### config.mk
export PLATFORM = sky130hd
export DESIGN_NAME = acr_regs
export DESIGN_NICKNAME = d
export VERILOG_FILES = /design/src/acr_pkg.sv /design/src/acr_vol_commit.sv /design/src/acr_regs.sv
export SDC_FILE = /design/constraint.sdc
export NUM_CORES = 1
export LEC_CHECK = 0
export BUFFER_PORTS_ARGS = -buffer_cell sky130_fd_sc_hd__buf_4
export CAP_MARGIN = 20
export CORE_UTILIZATION = 25
export CTS_CLUSTER_DIAMETER = 30
export CTS_CLUSTER_SIZE = 30
export DETAILED_ROUTE_END_ITERATION = 16
export SLEW_MARGIN = 40
export SYNTH_ARGS = -nofsm -noshare
export SYNTH_HDL_FRONTEND = slang
export SYNTH_SLANG_ARGS = --single-unit
### constraint.sdc
create_clock -name core_clk_i -period 11.8 [get_ports core_clk_i]
set_clock_uncertainty 0.2 [all_clocks]
set_input_delay 3.54 -clock core_clk_i [delete_from_list [all_inputs] [get_ports core_clk_i]]
set_output_delay 3.54 -clock core_clk_i [all_outputs]
set_load 0.02 [all_outputs]
### src/acr_pkg.sv
// Constants, field positions and carrier types of the audio control bank
// Function
// - Bits 31 and 27 halve DAC, ADC paths
// - Field 29:28 selects de-emphasis rate or none
// - Bit 25 keeps ADC DC offset when bit 17 is set, bit 25 clear clears it
// - Bits 22, 21:20 invert ADC, microphone polarity
// - Bit 17 clear keeps ADC high-pass active
// - Field 13:12 selects microphone boost level
// - Field 10:8 caps PGA gain, six dB steps
// - Bit 7 commits latched input volume
// - Bit 5 defers gain change to zero crossing
// - Five-bit input volume, 1.5 dB steps
// - Line-out control enable low, gain commit high
// - Line-out codes 63 and below mute output
// - Bit 31 picks biphase or serial, never both
// - Routing bits steer serial and playback data
// - Field 26:24 selects record sample rate
// - Field 15:12 selects playback rate, clock family
// - Bit 7 inverts serial bit clock
// - Bit 6 selects serial clock master
// - Bit 5 swaps channels, bit 4 inverts frame
// - Field 3:2 selects audio word length
// - Field 1:0 selects serial data format
package acr_pkg;
    localparam int ACR_ADDR_W = 12;
    localparam logic [ACR_ADDR_W-1:0] ACR_OFS_INPUT = 12'h000;
    localparam logic [ACR_ADDR_W-1:0] ACR_OFS_LINEOUT = 12'h004;
    localparam logic [ACR_ADDR_W-1:0] ACR_OFS_PATH = 12'h008;
    localparam logic [31:0] ACR_RST_INPUT = 32'h40008F57;
    localparam logic [31:0] ACR_RST_LINEOUT = 32'h3CF93CF9;
    localparam logic [31:0] ACR_RST_PATH = 32'h0001000A;
    // Input gain register fields
    localparam int ACR_IN_PLAY_HALVE = 31, ACR_IN_SOFT_MUTE = 30;
    localparam int ACR_IN_DEEMPH = 28, ACR_IN_REC_HALVE = 27;
    localparam int ACR_IN_DC_STORE = 25, ACR_IN_ADC_POL = 22;
    localparam int ACR_IN_DMIC_POL = 20, ACR_IN_HPF_OFF = 17;
    localparam int ACR_IN_BOOST = 12, ACR_IN_ANA_MUTE = 11;
    localparam int ACR_IN_MAXGAIN = 8, ACR_IN_COMMIT = 7;
    localparam int ACR_IN_LMUTE = 6, ACR_IN_ZC_EN = 5, ACR_IN_VOL = 0;
    localparam logic [4:0] ACR_VOL_ZERO_DB = 5'h17;
    // Line-out register fields
    localparam int ACR_LO_CTRL_DIS = 15, ACR_LO_COMMIT = 14;
    localparam int ACR_LO_RIGHT = 7, ACR_LO_LEFT = 0;
    // Path-control register fields
    localparam int ACR_PC_BIPHASE = 31, ACR_PC_USB_SP = 30;
    localparam int ACR_PC_USB_PB = 29, ACR_PC_REC_RATE = 24;
    localparam int ACR_PC_PB_RATE = 12, ACR_PC_SP_SRC = 9;
    localparam int ACR_PC_PB_SRC = 8, ACR_PC_BCLK_INV = 7;
    localparam int ACR_PC_MASTER = 6, ACR_PC_LR_SWAP = 5;
    localparam int ACR_PC_LRCLK_INV = 4, ACR_PC_WLEN = 2, ACR_PC_FMT = 0;

    typedef struct packed {
        logic record_halve;
        logic dc_hold;
        logic dc_clear;
        logic adc_pol_inv;
        logic [1:0] dmic_pol_inv;
        logic hpf_enable;
        logic [4:0] mic_boost_db;
        logic signed [6:0] pga_max_db;
        logic analog_mute;
        logic [2:0] record_rate_sel;
    } acr_record_type;

    typedef struct packed {
        logic playback_halve;
        logic soft_mute;
        logic [1:0] deemph_sel;
        logic [3:0] playback_rate_sel;
        logic mclk_22m;
    } acr_playback_type;

    typedef struct packed {
        logic biphase_en;
        logic serial_en;
        logic usb_to_serial_port;
        logic usb_to_playback;
        logic serial_port_source_sel;
        logic playback_source_sel;
        logic bclk_inv;
        logic clock_master_sel;
        logic lr_swap;
        logic lrclk_inv;
        logic [5:0] word_bits;
        logic [1:0] interface_type_field;
    } acr_port_type;

    typedef struct packed {
        logic signed [7:0] gain_half_db;
        logic left_mute;
        logic pending;
    } acr_input_gain_type;

    typedef struct packed {
        logic gain_ctrl_en;
        logic lineout_gain_commit;
        logic [6:0] lineout_left_level;
        logic [6:0] lineout_right_level;
        logic left_mute;
        logic right_mute;
    } acr_lineout_type;
endpackage

### src/acr_vol_commit.sv
// Intermediate latch and zero-cross commit for the left input volume
`timescale 1ns/1ns
`default_nettype none
module acr_vol_commit (
    // Clock and reset
    input wire logic core_clk_i,
    input wire logic reset_i,
    // Register write side
    input wire logic wr_i,
    input wire logic [4:0] vol_i,
    input wire logic mute_i,
    input wire logic commit_i,
    input wire logic zc_en_i,
    // Analog side
    input wire logic zero_cross_i,
    output logic [4:0] vol_o,
    output logic mute_o,
    output logic pending_o
);
    import acr_pkg::*;
    logic [4:0] staged_vol_reg;
    logic staged_mute_reg;

    always_ff @(posedge core_clk_i or posedge reset_i) begin
        if (reset_i) begin
            staged_vol_reg <= ACR_RST_INPUT[ACR_IN_VOL +: 5];
            staged_mute_reg <= ACR_RST_INPUT[ACR_IN_LMUTE];
        end else if (wr_i) begin
            staged_vol_reg <= vol_i;
            staged_mute_reg <= mute_i;
        end
    end

    // A zero-cross commit waits in pending; a new zero-cross commit write restarts the wait, any other write ends it
    always_ff @(posedge core_clk_i or posedge reset_i) begin
        if (reset_i) begin
            vol_o <= ACR_RST_INPUT[ACR_IN_VOL +: 5];
            mute_o <= ACR_RST_INPUT[ACR_IN_LMUTE];
            pending_o <= 1'b0;
        end else if (wr_i && commit_i && !zc_en_i) begin
            vol_o <= vol_i;
            mute_o <= mute_i;
            pending_o <= 1'b0;
        end else if (wr_i) begin
            pending_o <= commit_i;
        end else if (pending_o && zero_cross_i) begin
            vol_o <= staged_vol_reg;
            mute_o <= staged_mute_reg;
            pending_o <= 1'b0;
        end
    end
endmodule // acr_vol_commit
`default_nettype wire

### src/acr_regs.sv
// Audio codec control register bank on the peripheral bus
`timescale 1ns/1ns
`default_nettype none
module acr_regs (
    // Clock and reset
    input wire logic core_clk_i,
    input wire logic reset_i,
    // Peripheral bus slave
    input wire logic psel_i,
    input wire logic penable_i,
    input wire logic pwrite_i,
    input wire logic [acr_pkg::ACR_ADDR_W-1:0] paddr_i,
    input wire logic [31:0] pwdata_i,
    output logic [31:0] prdata_o,
    output logic pready_o,
    output logic pslverr_o,
    // Analog record path
    input wire logic adc_zero_cross_i,
    // Decoded configuration
    output acr_pkg::acr_record_type record_cfg_o,
    output acr_pkg::acr_playback_type playback_cfg_o,
    output acr_pkg::acr_port_type port_cfg_o,
    output acr_pkg::acr_input_gain_type input_gain_o,
    output acr_pkg::acr_lineout_type lineout_o,
    output logic digital_reset_o
);
    import acr_pkg::*;

    logic [31:0] input_gain_config_reg;
    logic [31:0] lineout_gain_config_reg;
    logic [31:0] audio_path_control_reg;
    logic setup_phase;
    logic wr_access;
    logic wr_input;
    logic wr_path;
    logic [4:0] applied_vol;
    logic applied_mute;
    logic vol_pending;

    function automatic logic [1:0] acr_decode(
        input logic [ACR_ADDR_W-1:0] addr);
        logic [1:0] idx;
        idx = 2'h3;
        case (addr)
            ACR_OFS_INPUT: idx = 2'h0;
            ACR_OFS_LINEOUT: idx = 2'h1;
            ACR_OFS_PATH: idx = 2'h2;
            default: idx = 2'h3;
        endcase
        return idx;
    endfunction

    function automatic logic signed [7:0] acr_vol_half_db(
        input logic [4:0] code);
        logic signed [7:0] d;
        d = $signed({3'h0, code}) - $signed({3'h0, ACR_VOL_ZERO_DB});
        return 8'(d + d + d);
    endfunction

    function automatic logic [4:0] acr_boost_db(input logic [1:0] code);
        logic [4:0] db;
        case (code)
            2'h1: db = 5'h0D;
            2'h2: db = 5'h14;
            2'h3: db = 5'h1D;
            default: db = 5'h00;
        endcase
        return db;
    endfunction

    function automatic logic acr_is_22m(input logic [3:0] code);
        logic fam;
        case (code)
            4'hB, 4'hC, 4'hD, 4'h8, 4'hF, 4'hA: fam = 1'b1;
            default: fam = 1'b0;
        endcase
        return fam;
    endfunction

    function automatic logic [5:0] acr_word_bits(input logic [1:0] code);
        logic [5:0] bits;
        case (code)
            2'h3: bits = 6'h20;
            2'h2: bits = 6'h18;
            2'h1: bits = 6'h14;
            default: bits = 6'h10;
        endcase
        return bits;
    endfunction

    assign setup_phase = psel_i && !penable_i;
    assign wr_access = psel_i && penable_i && pwrite_i;
    assign wr_input = wr_access && (acr_decode(paddr_i) == 2'h0);
    assign wr_path = wr_access && (acr_decode(paddr_i) == 2'h2);

    // Zero wait states: read data is set up during the setup phase
    always_ff @(posedge core_clk_i or posedge reset_i) begin
        if (reset_i) begin
            prdata_o <= 32'h00000000;
            pslverr_o <= 1'b0;
            pready_o <= 1'b0;
        end else begin
            pready_o <= setup_phase;
            pslverr_o <= setup_phase && (acr_decode(paddr_i) == 2'h3);
            if (setup_phase && !pwrite_i) begin
                case (acr_decode(paddr_i))
                    2'h0: prdata_o <= input_gain_config_reg;
                    2'h1: prdata_o <= lineout_gain_config_reg;
                    2'h2: prdata_o <= audio_path_control_reg;
                    default: prdata_o <= 32'h00000000;
                endcase
            end
        end
    end

    always_ff @(posedge core_clk_i or posedge reset_i) begin
        if (reset_i) begin
            input_gain_config_reg <= ACR_RST_INPUT;
        end else if (wr_input) begin
            input_gain_config_reg <= pwdata_i;
        end
    end

    always_ff @(posedge core_clk_i or posedge reset_i) begin
        if (reset_i) begin
            lineout_gain_config_reg <= ACR_RST_LINEOUT;
        end else if (wr_access && (acr_decode(paddr_i) == 2'h1)) begin
            lineout_gain_config_reg <= pwdata_i;
        end
    end

    always_ff @(posedge core_clk_i or posedge reset_i) begin
        if (reset_i) begin
            audio_path_control_reg <= ACR_RST_PATH;
        end else if (wr_path) begin
            audio_path_control_reg <= pwdata_i;
        end
    end

    // Pulse lands together with the new field values on the outputs
    logic wr_path_d;
    always_ff @(posedge core_clk_i or posedge reset_i) begin
        if (reset_i) begin
            wr_path_d <= 1'b0;
            digital_reset_o <= 1'b0;
        end else begin
            wr_path_d <= wr_path;
            digital_reset_o <= wr_path_d;
        end
    end

    acr_vol_commit u_vol_commit (
        .core_clk_i(core_clk_i),
        .reset_i(reset_i),
        .wr_i(wr_input),
        .vol_i(pwdata_i[ACR_IN_VOL +: 5]),
        .mute_i(pwdata_i[ACR_IN_LMUTE]),
        .commit_i(pwdata_i[ACR_IN_COMMIT]),
        .zc_en_i(pwdata_i[ACR_IN_ZC_EN]),
        .zero_cross_i(adc_zero_cross_i),
        .vol_o(applied_vol),
        .mute_o(applied_mute),
        .pending_o(vol_pending)
    );

    always_ff @(posedge core_clk_i or posedge reset_i) begin
        if (reset_i) begin
            record_cfg_o <= '0;
        end else begin
            record_cfg_o.record_halve <=
                input_gain_config_reg[ACR_IN_REC_HALVE];
            // Offset store only means something with the high-pass off
            record_cfg_o.dc_hold <= input_gain_config_reg[ACR_IN_HPF_OFF]
                && input_gain_config_reg[ACR_IN_DC_STORE];
            record_cfg_o.dc_clear <=
                !input_gain_config_reg[ACR_IN_DC_STORE];
            record_cfg_o.adc_pol_inv <=
                input_gain_config_reg[ACR_IN_ADC_POL];
            record_cfg_o.dmic_pol_inv <=
                input_gain_config_reg[ACR_IN_DMIC_POL +: 2];
            record_cfg_o.hpf_enable <=
                !input_gain_config_reg[ACR_IN_HPF_OFF];
            record_cfg_o.mic_boost_db <= acr_boost_db(
                input_gain_config_reg[ACR_IN_BOOST +: 2]);
            record_cfg_o.pga_max_db <= 7'($signed({4'h0,
                input_gain_config_reg[ACR_IN_MAXGAIN +: 3]}) * 7'sd6
                - 7'sd30);
            record_cfg_o.analog_mute <=
                input_gain_config_reg[ACR_IN_ANA_MUTE];
            record_cfg_o.record_rate_sel <=
                audio_path_control_reg[ACR_PC_REC_RATE +: 3];
        end
    end

    always_ff @(posedge core_clk_i or posedge reset_i) begin
        if (reset_i) begin
            playback_cfg_o <= '0;
        end else begin
            playback_cfg_o.playback_halve <=
                input_gain_config_reg[ACR_IN_PLAY_HALVE];
            playback_cfg_o.soft_mute <=
                input_gain_config_reg[ACR_IN_SOFT_MUTE];
            playback_cfg_o.deemph_sel <=
                input_gain_config_reg[ACR_IN_DEEMPH +: 2];
            playback_cfg_o.playback_rate_sel <=
                audio_path_control_reg[ACR_PC_PB_RATE +: 4];
            playback_cfg_o.mclk_22m <= acr_is_22m(
                audio_path_control_reg[ACR_PC_PB_RATE +: 4]);
        end
    end

    always_ff @(posedge core_clk_i or posedge reset_i) begin
        if (reset_i) begin
            port_cfg_o <= '0;
        end else begin
            // One select bit drives both enables, so they cannot overlap
            port_cfg_o.biphase_en <=
                audio_path_control_reg[ACR_PC_BIPHASE];
            port_cfg_o.serial_en <=
                !audio_path_control_reg[ACR_PC_BIPHASE];
            port_cfg_o.usb_to_serial_port <=
                audio_path_control_reg[ACR_PC_USB_SP];
            port_cfg_o.usb_to_playback <=
                audio_path_control_reg[ACR_PC_USB_PB];
            port_cfg_o.serial_port_source_sel <=
                audio_path_control_reg[ACR_PC_SP_SRC];
            port_cfg_o.playback_source_sel <=
                audio_path_control_reg[ACR_PC_PB_SRC];
            port_cfg_o.bclk_inv <=
                audio_path_control_reg[ACR_PC_BCLK_INV];
            port_cfg_o.clock_master_sel <=
                audio_path_control_reg[ACR_PC_MASTER];
            port_cfg_o.lr_swap <=
                audio_path_control_reg[ACR_PC_LR_SWAP];
            port_cfg_o.lrclk_inv <=
                audio_path_control_reg[ACR_PC_LRCLK_INV];
            port_cfg_o.word_bits <= acr_word_bits(
                audio_path_control_reg[ACR_PC_WLEN +: 2]);
            port_cfg_o.interface_type_field <=
                audio_path_control_reg[ACR_PC_FMT +: 2];
        end
    end

    always_ff @(posedge core_clk_i or posedge reset_i) begin
        if (reset_i) begin
            input_gain_o <= '0;
        end else begin
            input_gain_o.gain_half_db <=
                acr_vol_half_db(applied_vol);
            input_gain_o.left_mute <= applied_mute;
            input_gain_o.pending <= vol_pending;
        end
    end

    always_ff @(posedge core_clk_i or posedge reset_i) begin
        if (reset_i) begin
            lineout_o <= '0;
        end else begin
            lineout_o.gain_ctrl_en <=
                !lineout_gain_config_reg[ACR_LO_CTRL_DIS];
            lineout_o.lineout_gain_commit <=
                lineout_gain_config_reg[ACR_LO_COMMIT];
            lineout_o.lineout_left_level <=
                lineout_gain_config_reg[ACR_LO_LEFT +: 7];
            lineout_o.lineout_right_level <=
                lineout_gain_config_reg[ACR_LO_RIGHT +: 7];
            // Top bit clear covers every code from 0111111 down
            lineout_o.left_mute <=
                !lineout_gain_config_reg[ACR_LO_LEFT + 6];
            lineout_o.right_mute <=
                !lineout_gain_config_reg[ACR_LO_RIGHT + 6];
        end
    end
endmodule // acr_regs
`default_nettype wire

==> summary.txt, run 1 <==
Timing
  – Tmin final: roughly 5.5 ns
  – Slew Viols, Final: 0
  – RSZ-0062 raised after global routing: false
  – F_max: ~0.18 GHz
  – Period utilisation layout: 46.6%
  – Fin worst setup slack: roughly 6.3 ns
  – Worst-Margin Slew: 0.743 ns
  – # setup viols final: 0
  – Slew headroom: around half
  – TNS Setup: 0 ns
  – Worst hold slack: about 0.18 ns
  – Hold violation total from the final report: 0

Route
  – Drt first pass iters: 4
  – Drt drc: 0
  – WL per Instance: between 15 and 20 um
  – Vias: approximately 5,500
  – Initial drt markers: 220
  – Vias/cell: about 4.2
  – Routed Antenna Nets: 0
  – Total length of routed wires: about 21,000 um

Floorplanning
  – Full die area: between 0.03 and 0.04 sq mm
  – Top-level I/O count: 163
  – Die outline width: 182 um
  – Die Span Y: around 180 um
  – Site Rows: between 60 and 70
  – Core Region: between 0.03 and 0.04 sq mm
  – Initial core utilization: around 26%

GRT
  – First-pass GRT wire length: approximately 34,000 um
  – Most used routing layer: met2
  – Tot GR Track Use: between 10% and 20%
  – Global Route met3 Usage: 4.41%
  – Initial antenna violation count: 2
  – Met2 GRT Util: 21.1%
  – Largest net degree at the start of global routing: roughly 140
  – Met1 Resource Use GR: 16.6%
  – Vias in the first global route: 5,825
  – Final global-route overflow total: 0

Worst setup path
  – Critical path capture point type: register
  – CP startpoint kind: primary input
  – CP Max Fanout: 33
  – R2R depth: 8
  – Arr. time, crit path: about 5.7 ns
  – R2R Path End: input_gain_o[7]
  – Critical path buffer and inverter count: 3
  – CP Data Required Time: ~12 ns
  – CP Cell Sequence: buf_4 -> nor4_4 -> buf_4 -> nand4_1 -> buf_4 -> or2_0 -> o221a_1
  – Worst path slowest cell: buf_4
  – R2r setup slk: 9.56 ns
  – Largest stage delay on the critical path: roughly 0.52 ns
  – Crit path top cell by count: buf_4
  – Reg2reg start: u_vol_commit.vol_o[0]
  – Top delay family on crit path: buffers and inverters
  – CP Class: primary input to register

Yosys
  – Top cell type's share of synthesized area: 53.2%
  – Dominant cells by area after synthesis: dfrtp_1, dfstp_2, mux2_2
  – Syn Area/Cell: ~13 sq um
  – Synth area leader: dfrtp_1
  – Yosys cell types: 45
  – Synthesized area: between 0.008 and 0.009 sq mm
  – Post-synthesis register bit count: 212
  – Yosys warnings: 0
  – Register area share after synthesis: between 60% and 70%
  – Synthesized instance count: between 600 and 700

Power and ir drop
  – Seq pwr share: 33.4%
  – Int Power: ~1.7 mW
  – Max IR drop VDD: around 0.082 mV
  – Pwr dens: between 150 and 200 mW/mm^2
  – Comb power frac: 2.2%
  – Sw Pwr: 0.466 mW
  – Leakage power: roughly 5.6 nW
  – Clock Power Share: 64.4%
  – Switching share of power: 21.3%

Run status
  – Status: complete, no violations

Placed design
  – GP Congestion: 0.684
  – Dpl ws: 5.76 ns
  – Post-DP HPWL: approximately 13,000 um
  – IO Port Bufs: ~160

Worst hold path
  – Hold Crit Class: register to register
  – Hold Startpoint: wr_path_d
  – Worst Hold Endpoint: digital_reset_o
  – Hold path depth: 0

CTS
  – H-tree levels: 2
  – Longest Clk Path Bufs: 3
  – Cts repair resizes: 0
  – Post-CTS setup buffer count: 0
  – CTS Hold Buffers Added: 0
  – Clock sinks: around 210
  – Clk pin slew, worst setup/hold paths: ~0.05 ns
  – Total CTS buffers: 50
  – CTS Root Cell: clkbuf_16
  – CTS tree: done
  – Worst-skew pair later-pin latency: 0.54 ns

Layout
  – Nets: 879
  – Area of the multi-input gates: between 0.002 and 0.003 sq mm
  – Layout area overhead: 41.7%
  – Fin util: between 30% and 40%
  – Share of cells above drive strength 1: between 40% and 50%
  – Register area: 0.00535 sq mm
  – # fillers: roughly 3,000

Flow run
  – Max Cap Viol: 0
-- power by group through the flow --
stage                     clock, mW  sequential [mW]  combinational (mW)
after detailed placement          0            0.742              0.0499
after global routing           1.48            0.731              0.0542
after global placement            0            0.742              0.0491
final                          1.41            0.732              0.0482
after floorplan                   0            0.743              0.0197
after CTS                      1.44            0.732              0.0501
-- stage by stage --
stage / instance area, sq um / cells / power, mW
3_5_place_dp: 9760 / 1200 / 0.792
3_3_place_gp: 9730 / 1200 / 0.792
5_1_grt: 11500 / 1294 / 2.27
4_1_cts: 11500 / 1294 / 2.22
2_1_floorplan: 8150 / 640 / 0.763
6_report: 11500 / 1296 / 2.19
-- kinds of logic (layout without fill, tap and decap cells) --
logic type,Yosys count,after routing,synth area share (%)
and+or+nand+nor,163,163,9.21
AOI/OAI and AO/OA,118,118,9.49
other,1,6,0.0461
xor gates and xnor gates,11,11,1.18
buffers and inverters,55,274,3.25
muxes,65,65,8.98
adders and majority gates,12,12,2.03
DFF,212,212,65.8
-- synth_stat cells, drive strengths merged --
cell    instances
o221a           6
dfstp          39
nand4           1
nor4b           2
nor3            1
nand3b          1
nor2b           3
or4             3
a211o           1
fa              2
nand2b          2
xnor2           7
or3             6
o21a            1
inv            17
and3            3
o31a            1
ha             10
a21o            2
conb            1
xor2            4
nor4            3
dfrtp         173
o211a           1
a22o           32
mux2i           1
clkbuf         18
buf            20
and4            1
nor2            4
or2             2
nand3           1
and2            1
mux2           64
nand2         129
a21oi          36
o21ai          38
-- cell type report --
| class | instances | area share, % |
|---|---|---|
| sequential | 212 | 46.4 |
| multi-input combinational | 373 | 22.2 |
| clock buffer | 62 | 11.9 |
| timing repair buffer | 163 | 10.6 |
| tap | 435 | 4.72 |
| clock inverter | 32 | 3.46 |
| inverter | 17 | 0.662 |
| antenna | 2 | 0.0434 |
-- cells in the final DEF (no fill, tap or decap), types with 4 or more instances in the layout --
| cell | n |
|---|---|
| xor2_1 | 4 |
| nand2_1 | 127 |
| bufinv_16 | 7 |
| xnor2_1 | 7 |
| o221a_1 | 6 |
| dfrtp_1 | 173 |
| or3_1 | 6 |
| o21ai_0 | 8 |
| clkbuf_16 | 51 |
| clkbuf_1 | 6 |
| buf_4 | 162 |
| inv_1 | 16 |
| conb_1 | 4 |
| a21oi_1 | 36 |
| a22o_1 | 32 |
| clkbuf_8 | 5 |
| mux2_2 | 64 |
| o21ai_1 | 29 |
| ha_1 | 10 |
| dfstp_2 | 39 |
| clkinv_2 | 9 |
| clkinv_4 | 6 |
| clkinvlp_4 | 6 |
| nor2_1 | 4 |
-- worst max path at each step --
stage                                end       start  slack (ns)  cells after the start
3_5_place_dp       u_vol_commit.vol_o[3]  paddr_i[1]        5.76                      7
3_3_place_gp       u_vol_commit.vol_o[1]  paddr_i[5]        5.63                      5
2_1_floorplan  audio_path_control_reg[0]     reset_i        2.33                      1
6_report           u_vol_commit.vol_o[3]  paddr_i[1]        6.30                      7
5_1_grt              u_vol_commit.mute_o  paddr_i[5]        6.15                      5
4_1_cts            u_vol_commit.vol_o[3]  paddr_i[1]        6.31                      7
-- routing by layer --
metal / wire length, um / part of all wire, %
met5: 0 / 0
met3: 1540 / 7.2
met2: 9920 / 46
met1: 9620 / 45
met4: 396 / 1.8
Power figures use the tool's default switching activity.
==> run 2, diff against run 1 <==
==> constraint.sdc (replaced) <==
create_clock -name core_clk_i -period 4.8 [get_ports core_clk_i]
set_clock_uncertainty 0.2 [all_clocks]
set_input_delay 1.44 -clock core_clk_i [delete_from_list [all_inputs] [get_ports core_clk_i]]
set_output_delay 1.44 -clock core_clk_i [all_outputs]
set_load 0.02 [all_outputs]
==> summary.txt, run 2 (synthesized netlist as in run 1, its figures left out) <==
Worst hold path
  – Worst Hold Endpoint: digital_reset_o
  – Hold Startpoint: wr_path_d
  – Hold path depth: 0 (unchanged)
  – Hold Crit Class: register to register

Timing
  – TNS Setup: 0 ns (unchanged)
  – Tmin final: 2.97 ns
  – F_max: between 0.3 and 0.4 GHz
  – Slew headroom: 58.3% (+7.9 points)
  – Fin worst setup slack: 1.83 ns (-4.47 ns)
  – Period utilisation layout: around three fifths
  – # setup viols final: 0 (unchanged)
  – Worst hold slack: 0.157 ns (-0.0208 ns)
  – Hold violation total from the final report: 0 (unchanged)
  – Slew Viols, Final: 0 (unchanged)
  – RSZ-0062 raised after global routing: false
  – Worst-Margin Slew: 0.608 ns (-0.135 ns)

Worst setup path
  – R2R Path End: input_gain_o[7]
  – Worst path slowest cell: or2_0
  – Critical path capture point type: register
  – Top delay family on crit path: simple AND/OR/NAND/NOR gates
  – CP Max Fanout: 30 (-9.1%)
  – CP Class: primary input to register
  – R2R depth: 8 (unchanged)
  – CP Data Required Time: 5.00 ns (-7.01 ns)
  – Critical path buffer and inverter count: 2 (-1)
  – Largest stage delay on the critical path: 0.42 ns (-0.10 ns)
  – CP startpoint kind: primary input
  – Reg2reg start: u_vol_commit.vol_o[0]
  – Arr. time, crit path: 3.16 ns (-2.54 ns)
  – Crit path top cell by count: buf_4
  – R2r setup slk: 2.52 ns (-7.04 ns)
  – CP Cell Sequence: buf_4 -> nor4_4 -> nand4_1 -> buf_4 -> or2_0 -> o221a_1

Route
  – Initial drt markers: 230 (+4.5%)
  – DRT met1 WL: 9860 um (+2.5%)
  – Drt drc: 0 (unchanged)
  – WL per Instance: 16.5 um (-0.31%)
  – Routed wl met3: 1400 um (-9.2%)
  – Drt first pass iters: 4 (unchanged)
  – Routed Antenna Nets: 0 (unchanged)
  – Total length of routed wires: 21,500 um (about the same)
  – Met2 Routed Length: 9790 um (-1.3%)
  – Vias: 5,503 (+0.27%)
  – Vias/cell: 4.23 (-0.11%)
  – Highest routed layer: met4

Placed design
  – Dpl ws: 1.32 ns (-4.44 ns)
  – Post-DP HPWL: 13,700 um (+3.8%)
  – GP Congestion: 0.717 (+4.8%)
  – IO Port Bufs: 158 (unchanged)

Floorplanning
  – Core Region: 0.0318 sq mm (unchanged)
  – Top-level I/O count: 163 (unchanged)
  – Initial core utilization: 25.6% (unchanged)
  – Die outline width: 182 um (unchanged)
  – Full die area: 0.0333 sq mm (unchanged)
  – Die Span Y: 182 um (unchanged)
  – Site Rows: 65 (unchanged)

Layout
  – Nets: 886 (+0.80%)
  – Commonest cells after routing, fill and taps aside: dfrtp_1, buf_4, nand2_1, mux2_2, clkbuf_16
  – Share of cells above drive strength 1: 42.9% (+0.27 points)
  – Most common cell after layout, fill and taps aside: dfrtp_1
  – Layout area overhead: 41.6% (about the same)

GRT
  – Tot GR Track Use: 13.3% (+0.12 points)
  – First-pass GRT wire length: 34,100 um (+0.94%)
  – Vias in the first global route: 5,960 (+2.3%)
  – Initial antenna violation count: 3 (+1)
  – Final global-route overflow total: 0 (unchanged)
  – Largest net degree at the start of global routing: 66 (-52%)

CTS
  – Total CTS buffers: 48 (-4.0%)
  – CTS Root Cell: clkbuf_16
  – CTS Hold Buffers Added: 0 (unchanged)
  – Clock sinks: 212 (unchanged)
  – Post-CTS setup buffer count: 0 (unchanged)
  – Worst-skew pair later-pin latency: 0.53 ns (about the same)
  – Longest Clk Path Bufs: 3 (unchanged)
  – H-tree levels: 2 (unchanged)
  – CTS tree: done
  – Clk pin slew, worst setup/hold paths: 0.05 ns (about the same)
  – Cts repair resizes: 0 (unchanged)

Run status
  – Status: complete, no violations

Flow run
  – Max Cap Viol: 0 (unchanged)

Power and ir drop
  – Max IR drop VDD: 0.212 mV (+160%)
  – Pwr dens: 445 mW/mm^2 (+130%)
  – Leakage power: 5.61 nW (-0.34%)
-- run 2: cell count changes in the layout (fill, tap and decap cells not counted), sizes merged --
cell | before | now
buf | 163 | 172
clkbuf | 62 | 58
bufinv | 7 | 4
clkinvlp | 6 | 8
clkinv | 15 | 14
diode | 2 | 3
inv | 21 | 22
-- run 2: area by class of cell --
class,instances,area (sq um)
Antenna cell,3,7.51
Clock buffer,58,1280
Clock inverter,31,348
Fill cell,3109,20300
Inverter,17,67.6
Multi-Input combinational cell,373,2550
Sequential cell,212,5350
Tap cell,435,544
Timing Repair Buffer,172,1370
-- run 2: worst max path at each step --
stage / from / to / slack (ns) / depth (start not counted)
4_1_cts: paddr_i[1] / u_vol_commit.vol_o[3] / 1.86 / 6
2_1_floorplan: reset_i / audio_path_control_reg[0] / 0.44 / 1
5_1_grt: paddr_i[5] / u_vol_commit.vol_o[3] / 1.76 / 6
6_report: paddr_i[1] / u_vol_commit.vol_o[3] / 1.83 / 6
3_5_place_dp: paddr_i[1] / u_vol_commit.vol_o[3] / 1.32 / 6
3_3_place_gp: paddr_i[5] / audio_path_control_reg[22] / 1.08 / 5
-- run 2: per-stage QoR --
step	util, %	std cells	total power [mW]	area [sq um]
4_1_cts	36.2	1298	5.20	11500
5_1_grt	36.2	1299	5.31	11500
6_report	36.2	1301	5.13	11500
2_1_floorplan	-	640	1.88	8150
3_3_place_gp	30.9	1207	1.95	9820
3_5_place_dp	31.1	1209	1.96	9880
-- run 2: per-layer routing --
layer  GRT usage, %  up-vias
met5              0        -
met4           4.67        0
met3           3.79       41
met2           20.8      159
met1           17.5     2728
li1               -     2575
-- run 2: power breakdown --
part | internal (mW) | switching, mW | total (mW)
Clock | 2.13 | 1.06 | 3.20
Sequential | 1.80 | 0.00162 | 1.80
Combinational | 0.0482 | 0.0826 | 0.131
Total | 3.98 | 1.15 | 5.13
==> run 3, diff against run 2 <==
==> constraint.sdc (replaced) <==
create_clock -name core_clk_i -period 2.7 [get_ports core_clk_i]
set_clock_uncertainty 0.2 [all_clocks]
set_input_delay 0.81 -clock core_clk_i [delete_from_list [all_inputs] [get_ports core_clk_i]]
set_output_delay 0.81 -clock core_clk_i [all_outputs]
set_load 0.02 [all_outputs]
==> summary.txt, run 3 (synthesized netlist as in run 1, its figures left out) <==
Route
  – Initial drt markers: 182 (-21%)
  – WL per Instance: 16.3 um (-1.2%)
  – Total length of routed wires: 21,700 um (+0.88%)
  – Vias/cell: 4.20 (-0.72%)
  – Drt first pass iters: 4 (unchanged)
  – Routed Antenna Nets: 0 (unchanged)
  – Vias: 5,577 (+1.3%)
  – Drt drc: 0 (unchanged)

Layout
  – Most common cell after layout, fill and taps aside: buf_4
  – Share of cells above drive strength 1: 44.8% (+2.0 points)
  – Fin cells: 1,328 (+2.1%)
  – # fillers: 3,061 (-1.5%)
  – Nets: 907 (+2.4%)
  – Fin util: 37.7% (+1.5 points)
  – Finished Cell Area: 0.0120 sq mm (+4.1%)
  – Layout area overhead: 47.3%
  – Commonest cells after routing, fill and taps aside: buf_4, dfrtp_1, nand2_1, mux2_2, clkbuf_16

CTS
  – Total CTS buffers: 54 (+13%)
  – Cts repair resizes: 0 (unchanged)
  – Worst-skew pair later-pin latency: 0.53 ns (about the same)
  – CTS Root Cell: clkbuf_16
  – H-tree levels: 2 (unchanged)
  – Post-CTS setup buffer count: 0 (unchanged)
  – CTS Hold Buffers Added: 0 (unchanged)
  – Longest Clk Path Bufs: 3 (unchanged)
  – Clock sinks: 212 (unchanged)
  – Clk pin slew, worst setup/hold paths: 0.05 ns (about the same)
  – CTS tree: done

Timing
  – TNS Setup: 0 ns (unchanged)
  – Tmin final: between 2 and 2.5 ns
  – RSZ-0062 raised after global routing: false
  – Hold violation total from the final report: 0 (unchanged)
  – Period utilisation layout: roughly 84%
  – Worst hold slack: 0.154 ns (-0.00319 ns)
  – F_max: ~0.44 GHz
  – # setup viols final: 0 (unchanged)
  – Fin worst setup slack: 0.428 ns (-1.40 ns)
  – Slew Viols, Final: 0 (unchanged)

Worst setup path
  – Reg2reg start: u_vol_commit.vol_o[0]
  – Critical path capture point type: register
  – CP Class: register to register
  – CP Max Fanout: 5 (-83%)
  – Largest stage delay on the critical path: 0.59 ns (+0.17 ns)
  – Critical path buffer and inverter count: 2 (unchanged)
  – Crit path top cell by count: inv_1
  – CP startpoint kind: register
  – Top delay family on crit path: adder cells
  – CP Cell Sequence: ha_1 -> xor2_1 -> inv_1 -> fa_1 -> inv_1 -> a21o_1 -> a21oi_1 -> xnor2_1
  – Worst path slowest cell: dfstp_2
  – CP Data Required Time: 2.91 ns (-2.09 ns)
  – Critical Path Source: u_vol_commit.vol_o[0]
  – Arr. time, crit path: 2.49 ns (-0.67 ns)

Placed design
  – Dpl ws: -0.00517 ns (-1.33 ns)
  – IO Port Bufs: 158 (unchanged)
  – Placed insts: 1,224 (+1.2%)
  – Post-DP HPWL: 14,300 um (+4.2%)
  – DP Area: 0.0100 sq mm (+1.4%)
  – GP Congestion: 0.733 (+2.2%)

GRT
  – Initial antenna violation count: 3 (unchanged)
  – Largest net degree at the start of global routing: 83 (+26%)
  – Vias in the first global route: 5,934 (-0.44%)
  – First-pass GRT wire length: 34,100 um (about the same)
  – Final global-route overflow total: 0 (unchanged)
  – Tot GR Track Use: 13.3% (+0.020 points)

Run status
  – Status: complete, no violations

Floorplanning
  – Full die area: 0.0333 sq mm (unchanged)
  – Die outline width: 182 um (unchanged)
  – Core Region: 0.0318 sq mm (unchanged)
  – Die Span Y: 182 um (unchanged)
  – Site Rows: 65 (unchanged)
  – Top-level I/O count: 163 (unchanged)
  – Initial core utilization: 25.6% (unchanged)

Power and ir drop
  – Max IR drop VDD: 0.531 mV (+150%)
  – Total power: 10.2 mW (+99%)
  – Pwr dens: 853 mW/mm^2 (+92%)
  – Leakage power: 5.84 nW (+4.0%)

Flow run
  – Max Cap Viol: 0 (unchanged)

Worst hold path
  – Hold Crit Class: primary input to async pin
run 3: area by class of cell:
type / instances / area, sq um / area share (%)
flip-flops and latches: 212 / 5350 / 44.7
multi-input cells: 373 / 2540 / 21.2
repair buffers: 187 / 1520 / 12.7
clock buffers: 61 / 1440 / 12.0
well taps: 435 / 544 / 4.54
clock inverters: 40 / 515 / 4.30
inverters: 17 / 67.6 / 0.564
diodes: 3 / 7.51 / 0.0626
run 3: worst paths after layout:
kind / endpoint / slack, ns / cells after the start
min in group core_clk_i: digital_reset_o / 0.16 / 0
min: record_cfg_o[10] / 0.15 / 3
min reg2reg: digital_reset_o / 0.16 / 0
max: input_gain_o[7] / 0.43 / 8
max in group asynchronous: lineout_gain_config_reg[13] / 1.58 / 4
max reg2reg: input_gain_o[7] / 0.43 / 8
run 3: where the power goes:
part	total, mW	switching (mW)	internal (mW)
sequential	3.20	0.00305	3.20
combinational	0.228	0.145	0.0825
clock	6.79	2.06	4.73
run 3: tightest hold or removal path, stage by stage:
cell and delay [ns]:
buf_4 0.12, clkinvlp_4 0.10, buf_12 0.21
run 3: layer usage:
layer | wire length, um | vias to the layer above | GRT usage, %
met5 | 0 | - | 0
met2 | 10200 | 162 | 21.1
li1 | - | 2622 | -
met4 | 463 | 0 | 5.08
met3 | 1480 | 43 | 3.99
met1 | 9520 | 2750 | 17.0
